`config.mk`:
```
export PLATFORM = sky130hd
export DESIGN_NAME = bcc_bridge_command
export DESIGN_NICKNAME = d
export VERILOG_FILES = /design/src/logic/bcc_w1c_flags.v /design/src/logic/bcc_bridge_command.v
export VERILOG_INCLUDE_DIRS = /design/src /design/src/logic
export SDC_FILE = /design/constraint.sdc
export NUM_CORES = 1
export LEC_CHECK = 0
export ABC_AREA = 1
export BUFFER_PORTS_ARGS = -buffer_cell sky130_fd_sc_hd__buf_2
export CAP_MARGIN = 15
export CORE_MARGIN = 2
export CORE_UTILIZATION = 44
export DETAILED_ROUTE_END_ITERATION = 8
export MAX_ROUTING_LAYER = met4
export PLACE_DENSITY = 0.8
export SYNTH_ARGS = -nofsm -noshare
export SYNTH_HDL_FRONTEND = slang
export SYNTH_HIERARCHICAL = 1
export SYNTH_SLANG_ARGS = --single-unit
```
`constraint.sdc`:
```
create_clock -name clk_i -period 1.4 [get_ports clk_i]
set_clock_uncertainty 0.15 [all_clocks]
set_input_delay 0.21 -clock clk_i [delete_from_list [all_inputs] [get_ports clk_i]]
set_output_delay 0.21 -clock clk_i [all_outputs]
set_load 0.02 [all_outputs]
```
`src/logic/bcc_regs.vh`:
```
// Register map, field positions and reset values of the bridge command block
`ifndef BCC_REGS_VH
`define BCC_REGS_VH
`define BCC_ADDR_W 4
`define BCC_OFF_CMD 4'h0
`define BCC_OFF_STAT 4'h1
`define BCC_OFF_IRQ_STAT 4'h2
`define BCC_OFF_IRQ_MASK 4'h3
`define BCC_OFF_DEVCTL 4'h4
`define BCC_BIT_IO 0
`define BCC_BIT_MEM 1
`define BCC_BIT_MASTER 2
`define BCC_BIT_WINV 4
`define BCC_BIT_PARITY 6
`define BCC_BIT_SYSERR 8
`define BCC_CMD_RW_MASK 32'h0000_0157
`define BCC_CMD_RESET 32'h0000_0000
`define BCC_STAT_SSE 30
`define BCC_STAT_MDP 24
`define BCC_DEVCTL_NONFATAL 1
`define BCC_DEVCTL_FATAL 2
`define BCC_EV_W 4
`define BCC_EV_MDP 0
`define BCC_EV_SSE 1
`define BCC_EV_UR 2
`define BCC_EV_BLOCKED 3
`define BCC_UNMAPPED_DATA 32'h0000_0000
`endif

```
`src/logic/bcc_w1c_flags.v`:
```
// Sticky flag bank: hardware set wins over write-one-to-clear
`timescale 1ns/1ps
module bcc_w1c_flags #(
    parameter W = 4
) (
    input wire clk_i,
    input wire nrst_i,
    input wire [W-1:0] set_i,
    input wire [W-1:0] clr_i,
    output reg [W-1:0] flag_o
);
    // -------------------------------------------------------------
    // Flag bits
    // -------------------------------------------------------------
    genvar gi;
    generate
        for (gi = 0; gi < W; gi = gi + 1) begin : g_flag
            // Set takes precedence so an event in the clearing cycle survives
            always @(posedge clk_i) begin
                if (!nrst_i) begin
                    flag_o[gi] <= 1'b0;
                end else if (set_i[gi]) begin
                    flag_o[gi] <= 1'b1;
                end else if (clr_i[gi]) begin
                    flag_o[gi] <= 1'b0;
                end
            end
        end
    endgenerate
endmodule // bcc_w1c_flags

```
`src/logic/bcc_bridge_command.v`:
```
// Bridge command bits, error reporting gates and request routing decisions
//
// What this block does
// - Interrupt-disable bit reads zero, read-only
// - Legacy bits 9,7,5,3 read-only zero
// - System-error enable gates own error reporting
// - Forward PCI-side system errors when enabled
// - Report if command or device-control enable
// - Parity response permits master parity flag
// - Write-invalidate enable promotes memory writes
// - Master enable gates PCIe bus mastering
// - Memory disabled: PCIe memory gets UR
// - PCI-side memory always forwarded upstream
// - Memory enabled: forward window hits, accept internal
// - IO disabled: PCIe IO gets UR
// - IO enabled: forward secondary-range IO
// - Parity flag never sets when response off
// - Signaled error flag set when message sent under system-error enable
`timescale 1ns/1ps
`include "bcc_regs.vh"
module bcc_bridge_command (
    input wire clk_i,
    input wire nrst_i,
    // Avalon-MM slave
    input wire [`BCC_ADDR_W-1:0] avs_address_i,
    input wire avs_read_i,
    input wire avs_write_i,
    input wire [31:0] avs_writedata_i,
    input wire [3:0] avs_byteenable_i,
    output reg [31:0] avs_readdata_o,
    output wire avs_waitrequest_o,
    output wire irq_o,
    // Incoming PCIe request to be routed
    input wire pcie_req_valid_i,
    input wire pcie_req_is_mem_i,
    input wire pcie_req_is_io_i,
    input wire pcie_req_is_wr_i,
    input wire pcie_req_win_hit_i,
    input wire pcie_req_own_hit_i,
    input wire pcie_req_io_hit_i,
    output reg route_fwd_o,
    output reg route_accept_o,
    output reg route_ur_o,
    output reg route_winv_o,
    // PCI-side originated memory request
    input wire pci_mem_req_i,
    output reg pci_mem_fwd_o,
    // Bus mastering on PCIe
    input wire master_req_i,
    output reg master_grant_o,
    // Error sources
    input wire own_err_nonfatal_i,
    input wire own_err_fatal_i,
    input wire pci_serr_i,
    input wire poison_rx_i,
    output reg err_msg_nonfatal_o,
    output reg err_msg_fatal_o,
    // Live enables for the rest of the bridge
    output wire master_enable_o,
    output wire memory_space_enable_o,
    output wire io_space_enable_o
);
    // -------------------------------------------------------------
    // Decoding helpers
    // -------------------------------------------------------------
    // Byte-lane merge used by the command register
    // Lanes left disabled keep their old contents
    function [31:0] merge_be;
        input [31:0] old_v;
        input [31:0] new_v;
        input [3:0] be;
        integer k;
        begin
            merge_be = old_v;
            for (k = 0; k < 4; k = k + 1) begin
                if (be[k]) begin
                    merge_be[k*8 +: 8] = new_v[k*8 +: 8];
                end
            end
        end
    endfunction

    // Word-index match for the write strobes
    function hit;
        input [`BCC_ADDR_W-1:0] a;
        input [`BCC_ADDR_W-1:0] off;
        begin
            hit = (a == off);
        end
    endfunction

    // -------------------------------------------------------------
    // Register map (word index on the slave port)
    // -------------------------------------------------------------
    // 0 command: bit8 system error report, bit6 parity response,
    //   bit4 write-invalidate, bit2 master, bit1 memory, bit0 I/O
    // 1 status, write one to clear: bit30 signaled system error,
    //   bit24 master data parity
    // 2 interrupt status, write one to clear: bit0 parity flag,
    //   bit1 signaled error, bit2 Unsupported Request, bit3 blocked master
    // 3 interrupt mask, same layout as word 2
    // 4 device control: bit1 non-fatal enable, bit2 fatal enable
    // Unmapped words read zero and ignore writes
    // Timing: decisions, messages and flags follow their cause by one
    //   clock; reads take one wait state, writes none

    // -------------------------------------------------------------
    // Register state
    // -------------------------------------------------------------
    reg [31:0] bridge_command_bits;
    reg [2:0] devctl;
    reg [`BCC_EV_W-1:0] irq_mask;
    reg rd_done;
    reg [31:0] next_readdata;
    wire [1:0] stat_flags;
    wire [`BCC_EV_W-1:0] irq_flags;
    wire wr_cmd;
    wire wr_stat;
    wire wr_irq_stat;
    wire wr_devctl;
    wire wr_irq_mask;
    wire [31:0] be_bits;

    // Reads wait one cycle so that the registered word stands when
    // waitrequest drops; writes are taken at once
    assign avs_waitrequest_o = avs_read_i && !rd_done;
    assign wr_cmd = avs_write_i && hit(avs_address_i, `BCC_OFF_CMD);
    assign wr_stat = avs_write_i && hit(avs_address_i, `BCC_OFF_STAT);
    assign wr_irq_stat = avs_write_i && hit(avs_address_i, `BCC_OFF_IRQ_STAT);
    assign wr_devctl = avs_write_i && hit(avs_address_i, `BCC_OFF_DEVCTL);
    assign wr_irq_mask = avs_write_i && hit(avs_address_i, `BCC_OFF_IRQ_MASK);
    assign be_bits = {{8{avs_byteenable_i[3]}}, {8{avs_byteenable_i[2]}},
                      {8{avs_byteenable_i[1]}}, {8{avs_byteenable_i[0]}}};

    // -------------------------------------------------------------
    // Command fields
    // -------------------------------------------------------------
    // Decoded command bits; master, memory and I/O enables also exported live to the rest of the bridge
    wire system_error_report_enable = bridge_command_bits[`BCC_BIT_SYSERR];
    wire parity_response_enable = bridge_command_bits[`BCC_BIT_PARITY];
    wire write_invalidate_enable = bridge_command_bits[`BCC_BIT_WINV];
    wire master_enable = bridge_command_bits[`BCC_BIT_MASTER];
    wire memory_space_enable = bridge_command_bits[`BCC_BIT_MEM];
    wire io_space_enable = bridge_command_bits[`BCC_BIT_IO];

    assign master_enable_o = master_enable;
    assign memory_space_enable_o = memory_space_enable;
    assign io_space_enable_o = io_space_enable;

    // Command bits; read-only positions are masked to zero on every write
    always @(posedge clk_i) begin
        if (!nrst_i) begin
            bridge_command_bits <= `BCC_CMD_RESET;
        end else if (wr_cmd) begin
            bridge_command_bits <= merge_be(bridge_command_bits, avs_writedata_i,
                avs_byteenable_i) & `BCC_CMD_RW_MASK;
        end
    end

    // Device-control enables live in lane 0; other lanes are ignored
    always @(posedge clk_i) begin
        if (!nrst_i) begin
            devctl <= 3'h0;
        end else if (wr_devctl && avs_byteenable_i[0]) begin
            devctl <= avs_writedata_i[2:0];
        end
    end

    // Interrupt mask, same layout as the interrupt status word
    always @(posedge clk_i) begin
        if (!nrst_i) begin
            irq_mask <= {`BCC_EV_W{1'b0}};
        end else if (wr_irq_mask && avs_byteenable_i[0]) begin
            irq_mask <= avs_writedata_i[`BCC_EV_W-1:0];
        end
    end

    // -------------------------------------------------------------
    // Error reporting
    // -------------------------------------------------------------
    // Either enable path allows a message; the two are OR'ed
    wire nf_allowed = system_error_report_enable | devctl[`BCC_DEVCTL_NONFATAL];
    wire f_allowed = system_error_report_enable | devctl[`BCC_DEVCTL_FATAL];
    // PCI-side system errors go out only under the command enable, since
    // the device-control enables cover the bridge's own errors alone
    wire next_nf = (own_err_nonfatal_i && nf_allowed) ||
                   (pci_serr_i && system_error_report_enable);
    wire next_f = (own_err_fatal_i && f_allowed);
    wire sse_event = (next_nf || next_f) && system_error_report_enable;
    wire mdp_event = poison_rx_i && parity_response_enable;

    always @(posedge clk_i) begin
        if (!nrst_i) begin
            err_msg_nonfatal_o <= 1'b0;
            err_msg_fatal_o <= 1'b0;
        end else begin
            err_msg_nonfatal_o <= next_nf;
            err_msg_fatal_o <= next_f;
        end
    end

    // Status flags: bit0 master data parity, bit1 signaled system error
    // A clear in the same cycle as a new event loses, so no event is missed
    bcc_w1c_flags #(
        .W(2)
    ) u_stat (
        .clk_i(clk_i),
        .nrst_i(nrst_i),
        .set_i({sse_event, mdp_event}),
        .clr_i({wr_stat & avs_writedata_i[`BCC_STAT_SSE] & be_bits[`BCC_STAT_SSE],
                wr_stat & avs_writedata_i[`BCC_STAT_MDP] & be_bits[`BCC_STAT_MDP]}),
        .flag_o(stat_flags)
    );

    // -------------------------------------------------------------
    // Request routing
    // -------------------------------------------------------------
    reg next_fwd;
    reg next_accept;
    reg next_ur;
    reg next_winv;
    wire blocked_master = master_req_i && !master_enable;

    // A valid request marked neither memory nor I/O gets no decision; the
    // transaction layer never presents one. A memory request that hits no
    // window and no internal location is refused as Unsupported Request.
    // Decide forward, accept or Unsupported Request per incoming request
    always @* begin
        next_fwd = 1'b0;
        next_accept = 1'b0;
        next_ur = 1'b0;
        next_winv = 1'b0;
        if (pcie_req_valid_i && pcie_req_is_mem_i) begin
            if (!memory_space_enable) begin
                next_ur = 1'b1;
            end else if (pcie_req_own_hit_i) begin
                next_accept = 1'b1;
            end else if (pcie_req_win_hit_i) begin
                next_fwd = 1'b1;
                next_winv = pcie_req_is_wr_i && write_invalidate_enable;
            end else begin
                next_ur = 1'b1;
            end
        end else if (pcie_req_valid_i && pcie_req_is_io_i) begin
            if (io_space_enable && pcie_req_io_hit_i) begin
                next_fwd = 1'b1;
            end else begin
                next_ur = 1'b1;
            end
        end
    end

    // Grants follow the live master enable; software is expected to set it
    // before relying on forwarding toward the link
    // Registered decisions; upstream memory path ignores the space enable
    always @(posedge clk_i) begin
        if (!nrst_i) begin
            route_fwd_o <= 1'b0;
            route_accept_o <= 1'b0;
            route_ur_o <= 1'b0;
            route_winv_o <= 1'b0;
            pci_mem_fwd_o <= 1'b0;
            master_grant_o <= 1'b0;
        end else begin
            route_fwd_o <= next_fwd;
            route_accept_o <= next_accept;
            route_ur_o <= next_ur;
            route_winv_o <= next_winv;
            pci_mem_fwd_o <= pci_mem_req_i;
            master_grant_o <= master_req_i && master_enable;
        end
    end

    // -------------------------------------------------------------
    // Interrupt flags
    // -------------------------------------------------------------
    // Causes: bit0 parity flag, bit1 signaled error, bit2 UR, bit3 blocked master
    wire [`BCC_EV_W-1:0] ev_set;
    assign ev_set = {blocked_master, next_ur, sse_event, mdp_event};

    bcc_w1c_flags #(
        .W(`BCC_EV_W)
    ) u_irq (
        .clk_i(clk_i),
        .nrst_i(nrst_i),
        .set_i(ev_set),
        .clr_i({`BCC_EV_W{wr_irq_stat & avs_byteenable_i[0]}} &
               avs_writedata_i[`BCC_EV_W-1:0]),
        .flag_o(irq_flags)
    );

    // Level output stays high while any unmasked flag is set
    // Masking hides a flag from the pin but never clears it
    assign irq_o = |(irq_flags & irq_mask);

    // -------------------------------------------------------------
    // Read data
    // -------------------------------------------------------------
    // Read multiplexer; unmapped words return zero
    always @* begin
        next_readdata = `BCC_UNMAPPED_DATA;
        case (avs_address_i)
            `BCC_OFF_CMD: begin
                next_readdata = bridge_command_bits;
            end
            `BCC_OFF_STAT: begin
                next_readdata[`BCC_STAT_SSE] = stat_flags[1];
                next_readdata[`BCC_STAT_MDP] = stat_flags[0];
            end
            `BCC_OFF_IRQ_STAT: begin
                next_readdata[`BCC_EV_W-1:0] = irq_flags;
            end
            `BCC_OFF_IRQ_MASK: begin
                next_readdata[`BCC_EV_W-1:0] = irq_mask;
            end
            `BCC_OFF_DEVCTL: begin
                next_readdata[2:0] = devctl;
            end
            default: begin
                next_readdata = `BCC_UNMAPPED_DATA;
            end
        endcase
    end

    // One wait state per read: the word is loaded in the first cycle
    // and stands while waitrequest is low in the second
    always @(posedge clk_i) begin
        if (!nrst_i) begin
            rd_done <= 1'b0;
        end else begin
            rd_done <= avs_read_i && !rd_done;
        end
    end

    // Read data register, loaded only in the first cycle of a read
    always @(posedge clk_i) begin
        if (!nrst_i) begin
            avs_readdata_o <= 32'h0000_0000;
        end else if (avs_read_i && !rd_done) begin
            avs_readdata_o <= next_readdata;
        end
    end
endmodule // bcc_bridge_command

```
==> results of run 1 <==
## power by group through the flow
stage	combinational (mW)	sequential, mW	clock, mW
finish	0.302	1.09	0.738
global placement	0.281	1.11	0
CTS	0.292	1.09	0.761
global route	0.335	1.09	0.813
floorplan	0.200	1.13	0
detailed placement	0.286	1.11	0
## final cells by class
type,count,area share (%)
flip-flops and latches,37,33.5
repair buffers,68,17.3
inverters,40,6.80
well taps,50,2.83
multi-input cells,168,35.6
clock buffers,7,3.91
## logic make-up after synthesis
group,synth area share [%]
flops,41.5
compound gates,13.5
buf+inv,19.4
other cells,0.210
simple gates,25.5
## cell usage after synthesis
master | count | area share, %
a21oi_1 | 28 | 7.9
and3_1 | 1 | 0.35
buf_2 | 3 | 0.84
buf_4 | 23 | 9.7
clkbuf_1 | 2 | 0.42
clkinv_1 | 2 | 0.42
conb_1 | 1 | 0.21
dfxtp_1 | 37 | 42
inv_1 | 35 | 7.4
inv_2 | 3 | 0.63
nand2_1 | 41 | 8.6
nand2_2 | 3 | 1.1
nand3_1 | 27 | 7.6
nand4_1 | 3 | 1.1
nor2_1 | 14 | 2.9
nor2_2 | 3 | 1.1
nor2_4 | 1 | 0.63
nor3_1 | 2 | 0.56
nor3_4 | 1 | 0.91
nor4_1 | 2 | 0.70
o211ai_1 | 1 | 0.42
o21a_1 | 1 | 0.42
o21ai_0 | 9 | 2.5
o21ai_1 | 8 | 2.2
## sequential cells by signal, summed over array words and instances, names as in the netlist
signal and cells:
route_fwd_o 1, err_msg_fatal_o 1, route_ur_o 1, devctl 3, route_winv_o 1, irq_mask 4, bridge_command_bits 6, avs_readdata_o 9
master_grant_o 1, rd_done 1, route_accept_o 1, pci_mem_fwd_o 1, u_irq/flag_o 4, u_stat/flag_o 2, err_msg_nonfatal_o 1
## worst paths after layout
check	from	to	slack, ns	cells after the start
worst max-delay path	irq_mask[1]	irq_o	0.05	3
worst min-delay path	master_req_i	master_grant_o	0.02	3
worst max register to register	bridge_command_bits[1]	u_irq/flag_o[2]	0.19	6
worst min register to register	devctl[0]	devctl[0]	0.30	2
## worst max-delay path, delay by kind of cell, from the launching register on
| family | cells | cell delay, ns |
|---|---|---|
| buffers and inverters | 1 | 0.17 |
| DFF | 1 | 0.37 |
| and+or+nand+nor | 2 | 0.17 |
## stage by stage
step	hold slack, ns	setup slack, ns	total power, mW	util [%]
floorplan	0.158	0.153	1.33	-
global placement	0.250	0.0551	1.40	52.6
detailed placement	0.254	0.0240	1.40	52.6
CTS	0.00355	0.00889	2.14	55.4
global route	0.0287	0.00106	2.24	56.0
finish	0.0168	0.0464	2.13	56.0
## what timing repair did
action	in CTS	in global routing
endpoints found under the hold margin	2	1
pin swaps	0	1
setup endpoints to repair	1	1
setup buffers	0	2
gates resized for setup	1	0
hold buffers	2	1
## cell usage in the layout (no fill, tap or decap)
cell type	instances
and3_1	1
nor3_4	1
a21oi_1	28
inv_1	35
buf_2	54
nor2_2	2
nor4_1	2
conb_1	23
clkbuf_8	6
o21a_1	1
nand4_1	3
nand2_2	3
clkbuf_1	1
dfxtp_1	37
nor2_4	2
buf_4	11
dlygate4sd3_1	3
o211ai_1	1
nand3_1	27
o21ai_0	9
nor3_1	2
o21ai_1	8
inv_2	3
clkinv_1	2
nand2_1	41
nor2_1	14
## routing by layer
layer  vias up  track usage, %  routed length, um
met3         7            6.33                270
met1       769            23.7               1870
met4         0            7.40                 49
met2        54            30.9               1970
met5         -               -                  0
li1        895               -                  -
==> impl_metrics.py, run 1 <==
metrics = {
    "global_routing": {
        "grt_overflow": 0,
        "grt_pass1_vias": 1504,
        "antenna_found_initial": 0,
        "grt_pass1_wl_um": 6490,
        "grt_start_max_net_pins": 14,
        "track_usage_pct": 19.8,
    },
    "synth": {
        "avgSynthCellArea_um2": 7.11,
        "ys_types": 24,
        "syn_inst": 251,
        "synth_seq_area_share_pct": 41.5,
        "ys_warn_count": 6,
        "synth_area_mm2": 0.00178,
        "ys_ff_latch": 37,
    },
    "layout": {
        "multiInputGateArea_um2": 786,
        "fin_nets": 377,
        "synthToLayoutAreaGrowth_pct": 23.8,
        "final_cells": 370,
        "layout.area.seq_um2": 741,
        "final_area_mm2": 0.00221,
        "fillers": 413,
        "diodes": 0,
        "layout-drive-gt1-share_pct": 25.6,
    },
    "timing": {
        "hold_viol_final": 0,
        "final_max_slew_viol_count": 0,
        "setup_viol": 0,
        "fin_crit_ns": 1.35,
        "max_freq_ghz": 0.739,
        "rsz0062_at_grt": "no",
        "tns_ns": 0,
        "period_share_pct": 96.7,
    },
    "power": {
        "clkPwrFrac_pct": 34.6,
        "combPwrFrac_pct": 14.2,
        "power_per_cell_area_mw_per_mm2": 965,
        "power.share.switching_pct": 26.5,
        "switching_power_uw": 564,
        "power.internal_mw": 1.57,
        "power_frac_seq_pct": 51.2,
        "ir_worst_vdd_mv": 0.373,
        "leakage_nw": 1.08,
    },
    "status": {
        "status": "complete, no violations",
    },
    "route": {
        "drc": 0,
        "drtAntennaViolNets": 0,
        "drt_wl_total_um": 4160,
        "vias": 1725,
        "drt-initial-drc-count": 67,
        "firstDrtPassIters": 4,
        "via_per_inst": 4.66,
        "wire_per_inst_um": 11.3,
    },
    "worst_setup_path": {
        "crit_path_top_delay_cell": "dfxtp_1",
        "crit_fanout": 3,
        "cp.required_ns": 1.04,
        "critPathArrivalTime_ns": 0.99,
        "crit_chain": "nand2_1 > nand4_1 > buf_2",
        "critPathCaptureType": "primary output",
        "crit_type": "flop to primary output",
        "cp-start-kind": "flop",
        "critPathMaxStageDelay_ns": 0.37,
    },
    "clock_tree": {
        "cts.sinks": 37,
        "root_buffer": "clkbuf_8",
        "ctsLongestPathBuffers": 2,
        "path_clk_slew_ns": 0.07,
        "numCtsBuffers": 5,
        "insertion_delay_ns": 0.29,
        "cts_tree": "yes",
        "htreeDepth": 2,
    },
    "die": {
        "die_area_mm2": 0.00458,
        "core_area_mm2": 0.00394,
        "die_h_um": 67.7,
        "rows": 23,
        "start_util_pct": 45.3,
        "die_w_um": 67.7,
        "num_io_pins": 102,
    },
    "placement": {
        "place_inst": 358,
        "routabilityCongestion": 0.874,
        "port_buffers": 54,
        "postPlaceCellArea_mm2": 0.00207,
        "hpwl_um": 3120,
    },
    "flow_run": {
        "max_cap_violations": 0,
    },
    "hold_path": {
        "hold_path.class": "input pin to flop",
    },
}
Power figures use the tool's default switching activity.
==> inputs of run 2 (changes only) <==
BUFFER_PORTS_ARGS = -buffer_cell sky130_fd_sc_hd__buf_4   (was -buffer_cell sky130_fd_sc_hd__buf_2)
==> impl_metrics.py, run 2 (synthesized netlist as in run 1, its figures left out) <==
metrics = {
    "timing": {
        "period_share_pct": 95.7,
        "fin_crit_ns": 1.34,
        "holdWs_ns": 0.0158,
        "final_max_slew_viol_count": 0,
        "tns_ns": 0,
        "rsz0062_at_grt": "no",
        "max_freq_ghz": 0.746,
        "hold_viol_final": 0,
        "setup_viol": 0,
    },
    "placement": {
        "port_buffers": 54,
        "routabilityCongestion": 0.893,
        "hpwl_um": 3100,
    },
    "clock_tree": {
        "path_clk_slew_ns": 0.07,
        "htreeDepth": 2,
        "cts_tree": "yes",
        "ctsLongestPathBuffers": 2,
        "numCtsBuffers": 5,
        "insertion_delay_ns": 0.30,
        "cts.sinks": 37,
        "root_buffer": "clkbuf_8",
    },
    "route": {
        "drtAntennaViolNets": 0,
        "wire_per_inst_um": 11.0,
        "vias": 1729,
        "drt_wl_total_um": 4090,
        "drc": 0,
        "via_per_inst": 4.65,
        "firstDrtPassIters": 4,
        "drt-initial-drc-count": 87,
    },
    "worst_setup_path": {
        "r2r_start": "rd_done",
        "reg2regPathDepth": 6,
        "rr_endpoint": "avs_readdata_o[3]",
        "crit_fanout": 3,
        "critPathArrivalTime_ns": 0.98,
        "r2r_slack_ns": 0.15,
        "cp-start-kind": "flop",
        "cp.required_ns": 1.04,
        "crit_type": "flop to primary output",
        "critPathCaptureType": "primary output",
    },
    "die": {
        "rows": 23,
        "num_io_pins": 102,
        "die_h_um": 67.7,
        "start_util_pct": 45.3,
        "die_area_mm2": 0.00458,
        "core_area_mm2": 0.00394,
        "die_w_um": 67.7,
    },
    "power": {
        "power_per_cell_area_mw_per_mm2": 915,
        "ir_worst_vdd_mv": 0.517,
        "leakage_nw": 1.11,
    },
    "layout": {
        "largest-register": "avs_readdata_o",
        "final_common_cell": "buf_4",
        "fin_nets": 378,
        "fillers": 369,
        "reg.largest.list": "avs_readdata_o: 9 flops, bridge_command_bits: 6 flops",
        "largest_reg_flops": 9,
        "synthToLayoutAreaGrowth_pct": 31.5,
        "layout-drive-gt1-share_pct": 26.1,
        "layout_common_cells": "buf_4 (65), nand2_1 (41), dfxtp_1 (37)",
        "utilization_pct": 59.5,
        "diodes": 0,
    },
    "global_routing": {
        "grt_pass1_vias": 1558,
        "grt_start_max_net_pins": 18,
        "grt_pass1_wl_um": 6560,
        "antenna_found_initial": 0,
        "grt_overflow": 0,
        "track_usage_pct": 19.9,
    },
    "hold_path": {
        "holdPathStages": 3,
        "hold_path.class": "input pin to flop",
        "min_from": "pci_serr_i",
        "holdPathEnd": "err_msg_nonfatal_o",
    },
    "status": {
        "status": "complete, no violations",
    },
    "flow_run": {
        "max_cap_violations": 0,
    },
}
run 2: cell count changes in the layout (fill, tap and decap cells not counted):
| cell | before | now |
|---|---|---|
| clkinv_2 | 0 | 2 |
| buf_2 | 54 | 0 |
| nor2_4 | 2 | 1 |
| buf_6 | 0 | 1 |
| nor2_2 | 2 | 3 |
| buf_4 | 11 | 65 |
| clkbuf_8 | 6 | 5 |
run 2: routing by layer:
metal | GRT usage, % | routed length [um] | part of all wire, % | vias to the layer above
met5 | - | 0 | 0 | -
met4 | 9.18 | 46 | 1.1 | 0
met3 | 4.00 | 277 | 6.8 | 6
met2 | 31.7 | 1950 | 48 | 59
met1 | 24.0 | 1820 | 45 | 766
li1 | - | - | - | 898
run 2: where the power goes:
part | leakage [nW] | total [mW] | switching, mW | internal (mW)
combinational | 0.765 | 0.335 | 0.200 | 0.135
clock | 0.0450 | 0.721 | 0.377 | 0.345
sequential | 0.301 | 1.09 | 0.0138 | 1.08
run 2: layout make-up:
| class | count | area, um2 | area share [%] |
|---|---|---|---|
| clock buffers | 6 | 72.6 | 3.09 |
| clock inverters | 2 | 10.0 | 0.427 |
| inverters | 40 | 150 | 6.40 |
| multi-input cells | 168 | 781 | 33.3 |
| flip-flops and latches | 37 | 741 | 31.6 |
| well taps | 50 | 62.6 | 2.67 |
| repair buffers | 69 | 529 | 22.6 |
run 2: worst max path at each step:
stage                startpoint                endpoint  slack (ns)  depth (start not counted)
2_1_floorplan  avs_address_i[3]        u_stat/flag_o[0]        0.15                          9
3_3_place_gp   avs_address_i[3]         u_irq/flag_o[3]        0.06                          8
3_5_place_dp   avs_address_i[2]  bridge_command_bits[2]        0.04                          7
4_1_cts         u_irq/flag_o[1]                   irq_o        0.05                          3
5_1_grt         u_irq/flag_o[1]                   irq_o       0.005                          3
6_report            irq_mask[1]                   irq_o        0.06                          3
run 2: timing repair:
action                                  in CTS  in global routing
endpoints found under the setup margin       1                  0
hold endpoints to repair                     3                  0
hold buffers                                 3                  0
setup buffers                                1                  0
gates resized for setup                      1                  0
run 2: stage by stage:
stage / worst slack (ns) / std cells / instance area (um2) / power (mW)
floorplan: 0.153 / 273 / 1870 / 1.33
global placement: 0.0565 / 360 / 2220 / 1.43
detailed placement: 0.0353 / 360 / 2220 / 1.44
CTS: 0.0467 / 372 / 2350 / 2.16
global route: 0.00474 / 372 / 2350 / 2.24
finish: 0.0597 / 372 / 2350 / 2.15
run 2: critical path: stages, from the launching register on:
cell and delay (ns):
dfxtp_1 0.37, nand2_1 0.07, nand4_1 0.10, buf_4 0.15
==> inputs of run 3 (changes only) <==
ABC_AREA = not set   (was 1)
PLACE_DENSITY = 0.9   (was 0.8)
==> impl_metrics.py, run 3 <==
metrics = {
    "die": {
        "die_h_um": 69.2,
        "die_area_mm2": 0.00479,
        "num_io_pins": 102,
        "die_w_um": 69.2,
        "start_util_pct": 46.1,
        "core_area_mm2": 0.00406,
        "rows": 23,
    },
    "worst_setup_path": {
        "rr_endpoint": "u_irq/flag_o[2]",
        "worst-path-buf-inv": 1,
        "r2r_start": "bridge_command_bits[0]",
        "reg2regPathDepth": 4,
        "cp-start-kind": "flop",
        "crit_fanout": 2,
        "cp.required_ns": 1.04,
        "crit_chain": "a22oi_2 > nand2_1 > buf_6",
        "critPathArrivalTime_ns": 1.05,
        "critPathCaptureType": "primary output",
        "crit_path_top_delay_cell": "dfxtp_2",
        "r2r_slack_ns": 0.17,
        "crit_family": "flip-flops",
        "critPathMaxStageDelay_ns": 0.33,
        "crit_type": "flop to primary output",
    },
    "global_routing": {
        "grt_overflow": 0,
        "grt_start_max_net_pins": 14,
        "track_usage_pct": 20.8,
        "grt_pass1_vias": 1661,
        "antenna_found_initial": 0,
        "grt_pass1_wl_um": 7760,
    },
    "layout": {
        "layout_common_cells": "buf_4 (79), dfxtp_1 (34), conb_1 (23)",
        "reg.largest.list": "avs_readdata_o: 9 flops, bridge_command_bits: 6 flops",
        "synthToLayoutAreaGrowth_pct": 35.3,
        "final_area_mm2": 0.00253,
        "utilization_pct": 62.4,
        "fillers": 328,
        "largest_reg_flops": 9,
        "final_common_cell": "buf_4",
        "layout-drive-gt1-share_pct": 38.4,
        "largest-register": "avs_readdata_o",
        "diodes": 0,
        "fin_nets": 347,
    },
    "power": {
        "power_frac_seq_pct": 50.7,
        "clkPwrFrac_pct": 33.2,
        "power.internal_mw": 1.54,
        "power.share.switching_pct": 27.3,
        "finalPower_mw": 2.12,
        "combPwrFrac_pct": 16.2,
        "switching_power_uw": 580,
        "ir_worst_vdd_mv": 0.532,
        "leakage_nw": 1.09,
        "power_per_cell_area_mw_per_mm2": 839,
    },
    "timing": {
        "tns_ns": -0.0138,
        "hold_viol_final": 1,
        "period_share_pct": 101,
        "max_freq_ghz": 0.707,
        "setup_viol": 1,
        "fin_crit_ns": 1.41,
        "worst_slack_ns": -0.0138,
        "rsz0062_at_grt": "yes",
        "final_max_slew_viol_count": 0,
        "holdWs_ns": -0.00164,
    },
    "clock_tree": {
        "root_buffer": "clkbuf_8",
        "cts.sinks": 37,
        "numCtsBuffers": 5,
        "path_clk_slew_ns": 0.07,
        "cts_tree": "yes",
        "ctsLongestPathBuffers": 2,
        "insertion_delay_ns": 0.30,
        "htreeDepth": 2,
    },
    "route": {
        "wire_per_inst_um": 14.7,
        "via_per_inst": 5.35,
        "vias": 1815,
        "drt-initial-drc-count": 108,
        "firstDrtPassIters": 6,
        "drc": 0,
        "drtAntennaViolNets": 0,
        "drt_wl_total_um": 4970,
    },
    "status": {
        "status": "finished with violations",
        "failed_checks": "negative hold slack, negative setup slack",
    },
    "placement": {
        "dp_worst_setup_slack_ns": -0.167,
        "hpwl_um": 3790,
        "postPlaceCellArea_mm2": 0.00241,
        "routabilityCongestion": 0.898,
        "port_buffers": 54,
    },
    "synth": {
        "ys_ff_latch": 37,
        "avgSynthCellArea_um2": 8.87,
        "yosysMostFrequentCell": "dfxtp_1",
        "synth_area_mm2": 0.00187,
        "synth_edf_count": 0,
        "syn_inst": 211,
        "synth_common_cells": "dfxtp_1 (37), buf_4 (23), a21oi_1 (22), nand2_1 (16), nand3_1 (15)",
        "yosys-top-cells-area": "dfxtp_1 (40%), buf_4 (9.2%), a21oi_1 (5.9%)",
        "ys_warn_count": 6,
        "ys_types": 40,
        "ys.flop_type": "dfxtp_1",
        "synthArstFlopShare_pct": 0,
        "yosysTopAreaCell": "dfxtp_1",
        "synth_top_area_share_pct": 39.6,
        "synth_seq_area_share_pct": 39.6,
    },
    "hold_path": {
        "hold_path.class": "input pin to flop",
        "min_from": "master_req_i",
        "holdPathStages": 2,
        "holdPathEnd": "master_grant_o",
    },
    "flow_run": {
        "max_cap_violations": 0,
    },
}
## run 3: changes by cell type in the layout (fill, tap and decap cells not counted), sizes merged, moves of 5 or more
cell   change
o21a       +5
a22oi      +8
nand2     -28
inv       -34
nor2b      +7
nor2      -12
a21oi      -6
and2       +6
buf       +14
nand3     -12
## run 3: repair_timing
item	in CTS	in global routing
endpoints found under the hold margin	1	1
hold buffers	1	1
gates cloned	0	0
pin swaps	2	1
endpoints found under the setup margin	1	2
setup buffers	1	0
gates resized for setup	5	2
## run 3: logic make-up after synthesis
logic type	share of synthesized area, %
AOI/OAI and AO/OA	18.1
buffers and inverters	12.2
muxes	2.41
DFF	39.6
other	0.200
and+or+nand+nor	27.5
## run 3: worst reg2reg max path: stages, from the launching register on
cell     delay, ns
dfxtp_1       0.39
nand2_1       0.10
a21oi_1       0.24
nor2_1        0.06
o21a_1        0.19
## run 3: metrics by stage
step	instances	hold slack, ns
2_1_floorplan	233	0.177
3_3_place_gp	330	0.270
3_5_place_dp	330	0.274
4_1_cts	338	0.00111
5_1_grt	339	0.00313
6_report	339	-0.00164
## run 3: area by class of cell
| type | count | area [um2] | share of cell area (%) |
|---|---|---|---|
| clock buffers | 5 | 68.8 | 2.72 |
| clock inverters | 1 | 5.00 | 0.198 |
| inverters | 4 | 15.0 | 0.593 |
| multi-input cells | 160 | 1010 | 39.9 |
| flip-flops and latches | 37 | 744 | 29.4 |
| well taps | 50 | 62.6 | 2.47 |
| repair buffers | 82 | 624 | 24.7 |
## run 3: power groups by stage
stage	Clock [mW]	Sequential [mW]	Combinational, mW
global route	0.746	1.08	0.365
detailed placement	0	1.10	0.331
global placement	0	1.10	0.322
CTS	0.705	1.07	0.335
finish	0.704	1.08	0.344
floorplan	0	1.10	0.211
## run 3: worst max path at each step
stage	from	endpoint	slack, ns	depth (start not counted)
floorplan	avs_address_i[3]	u_irq/flag_o[3]	-0.12	7
global placement	avs_address_i[3]	u_irq/flag_o[1]	-0.13	6
detailed placement	avs_address_i[3]	u_irq/flag_o[1]	-0.17	6
CTS	irq_mask[1]	irq_o	-0.01	3
global route	irq_mask[1]	irq_o	-0.05	3
finish	irq_mask[1]	irq_o	-0.01	3
## run 3: routing by layer
| metal | track usage, % | vias up | routed length (um) |
|---|---|---|---|
| met5 | - | - | 0 |
| met4 | 8.06 | 0 | 109 |
| met3 | 5.67 | 13 | 346 |
| met2 | 34.9 | 79 | 2570 |
| met1 | 23.6 | 856 | 1950 |
| li1 | - | 867 | - |
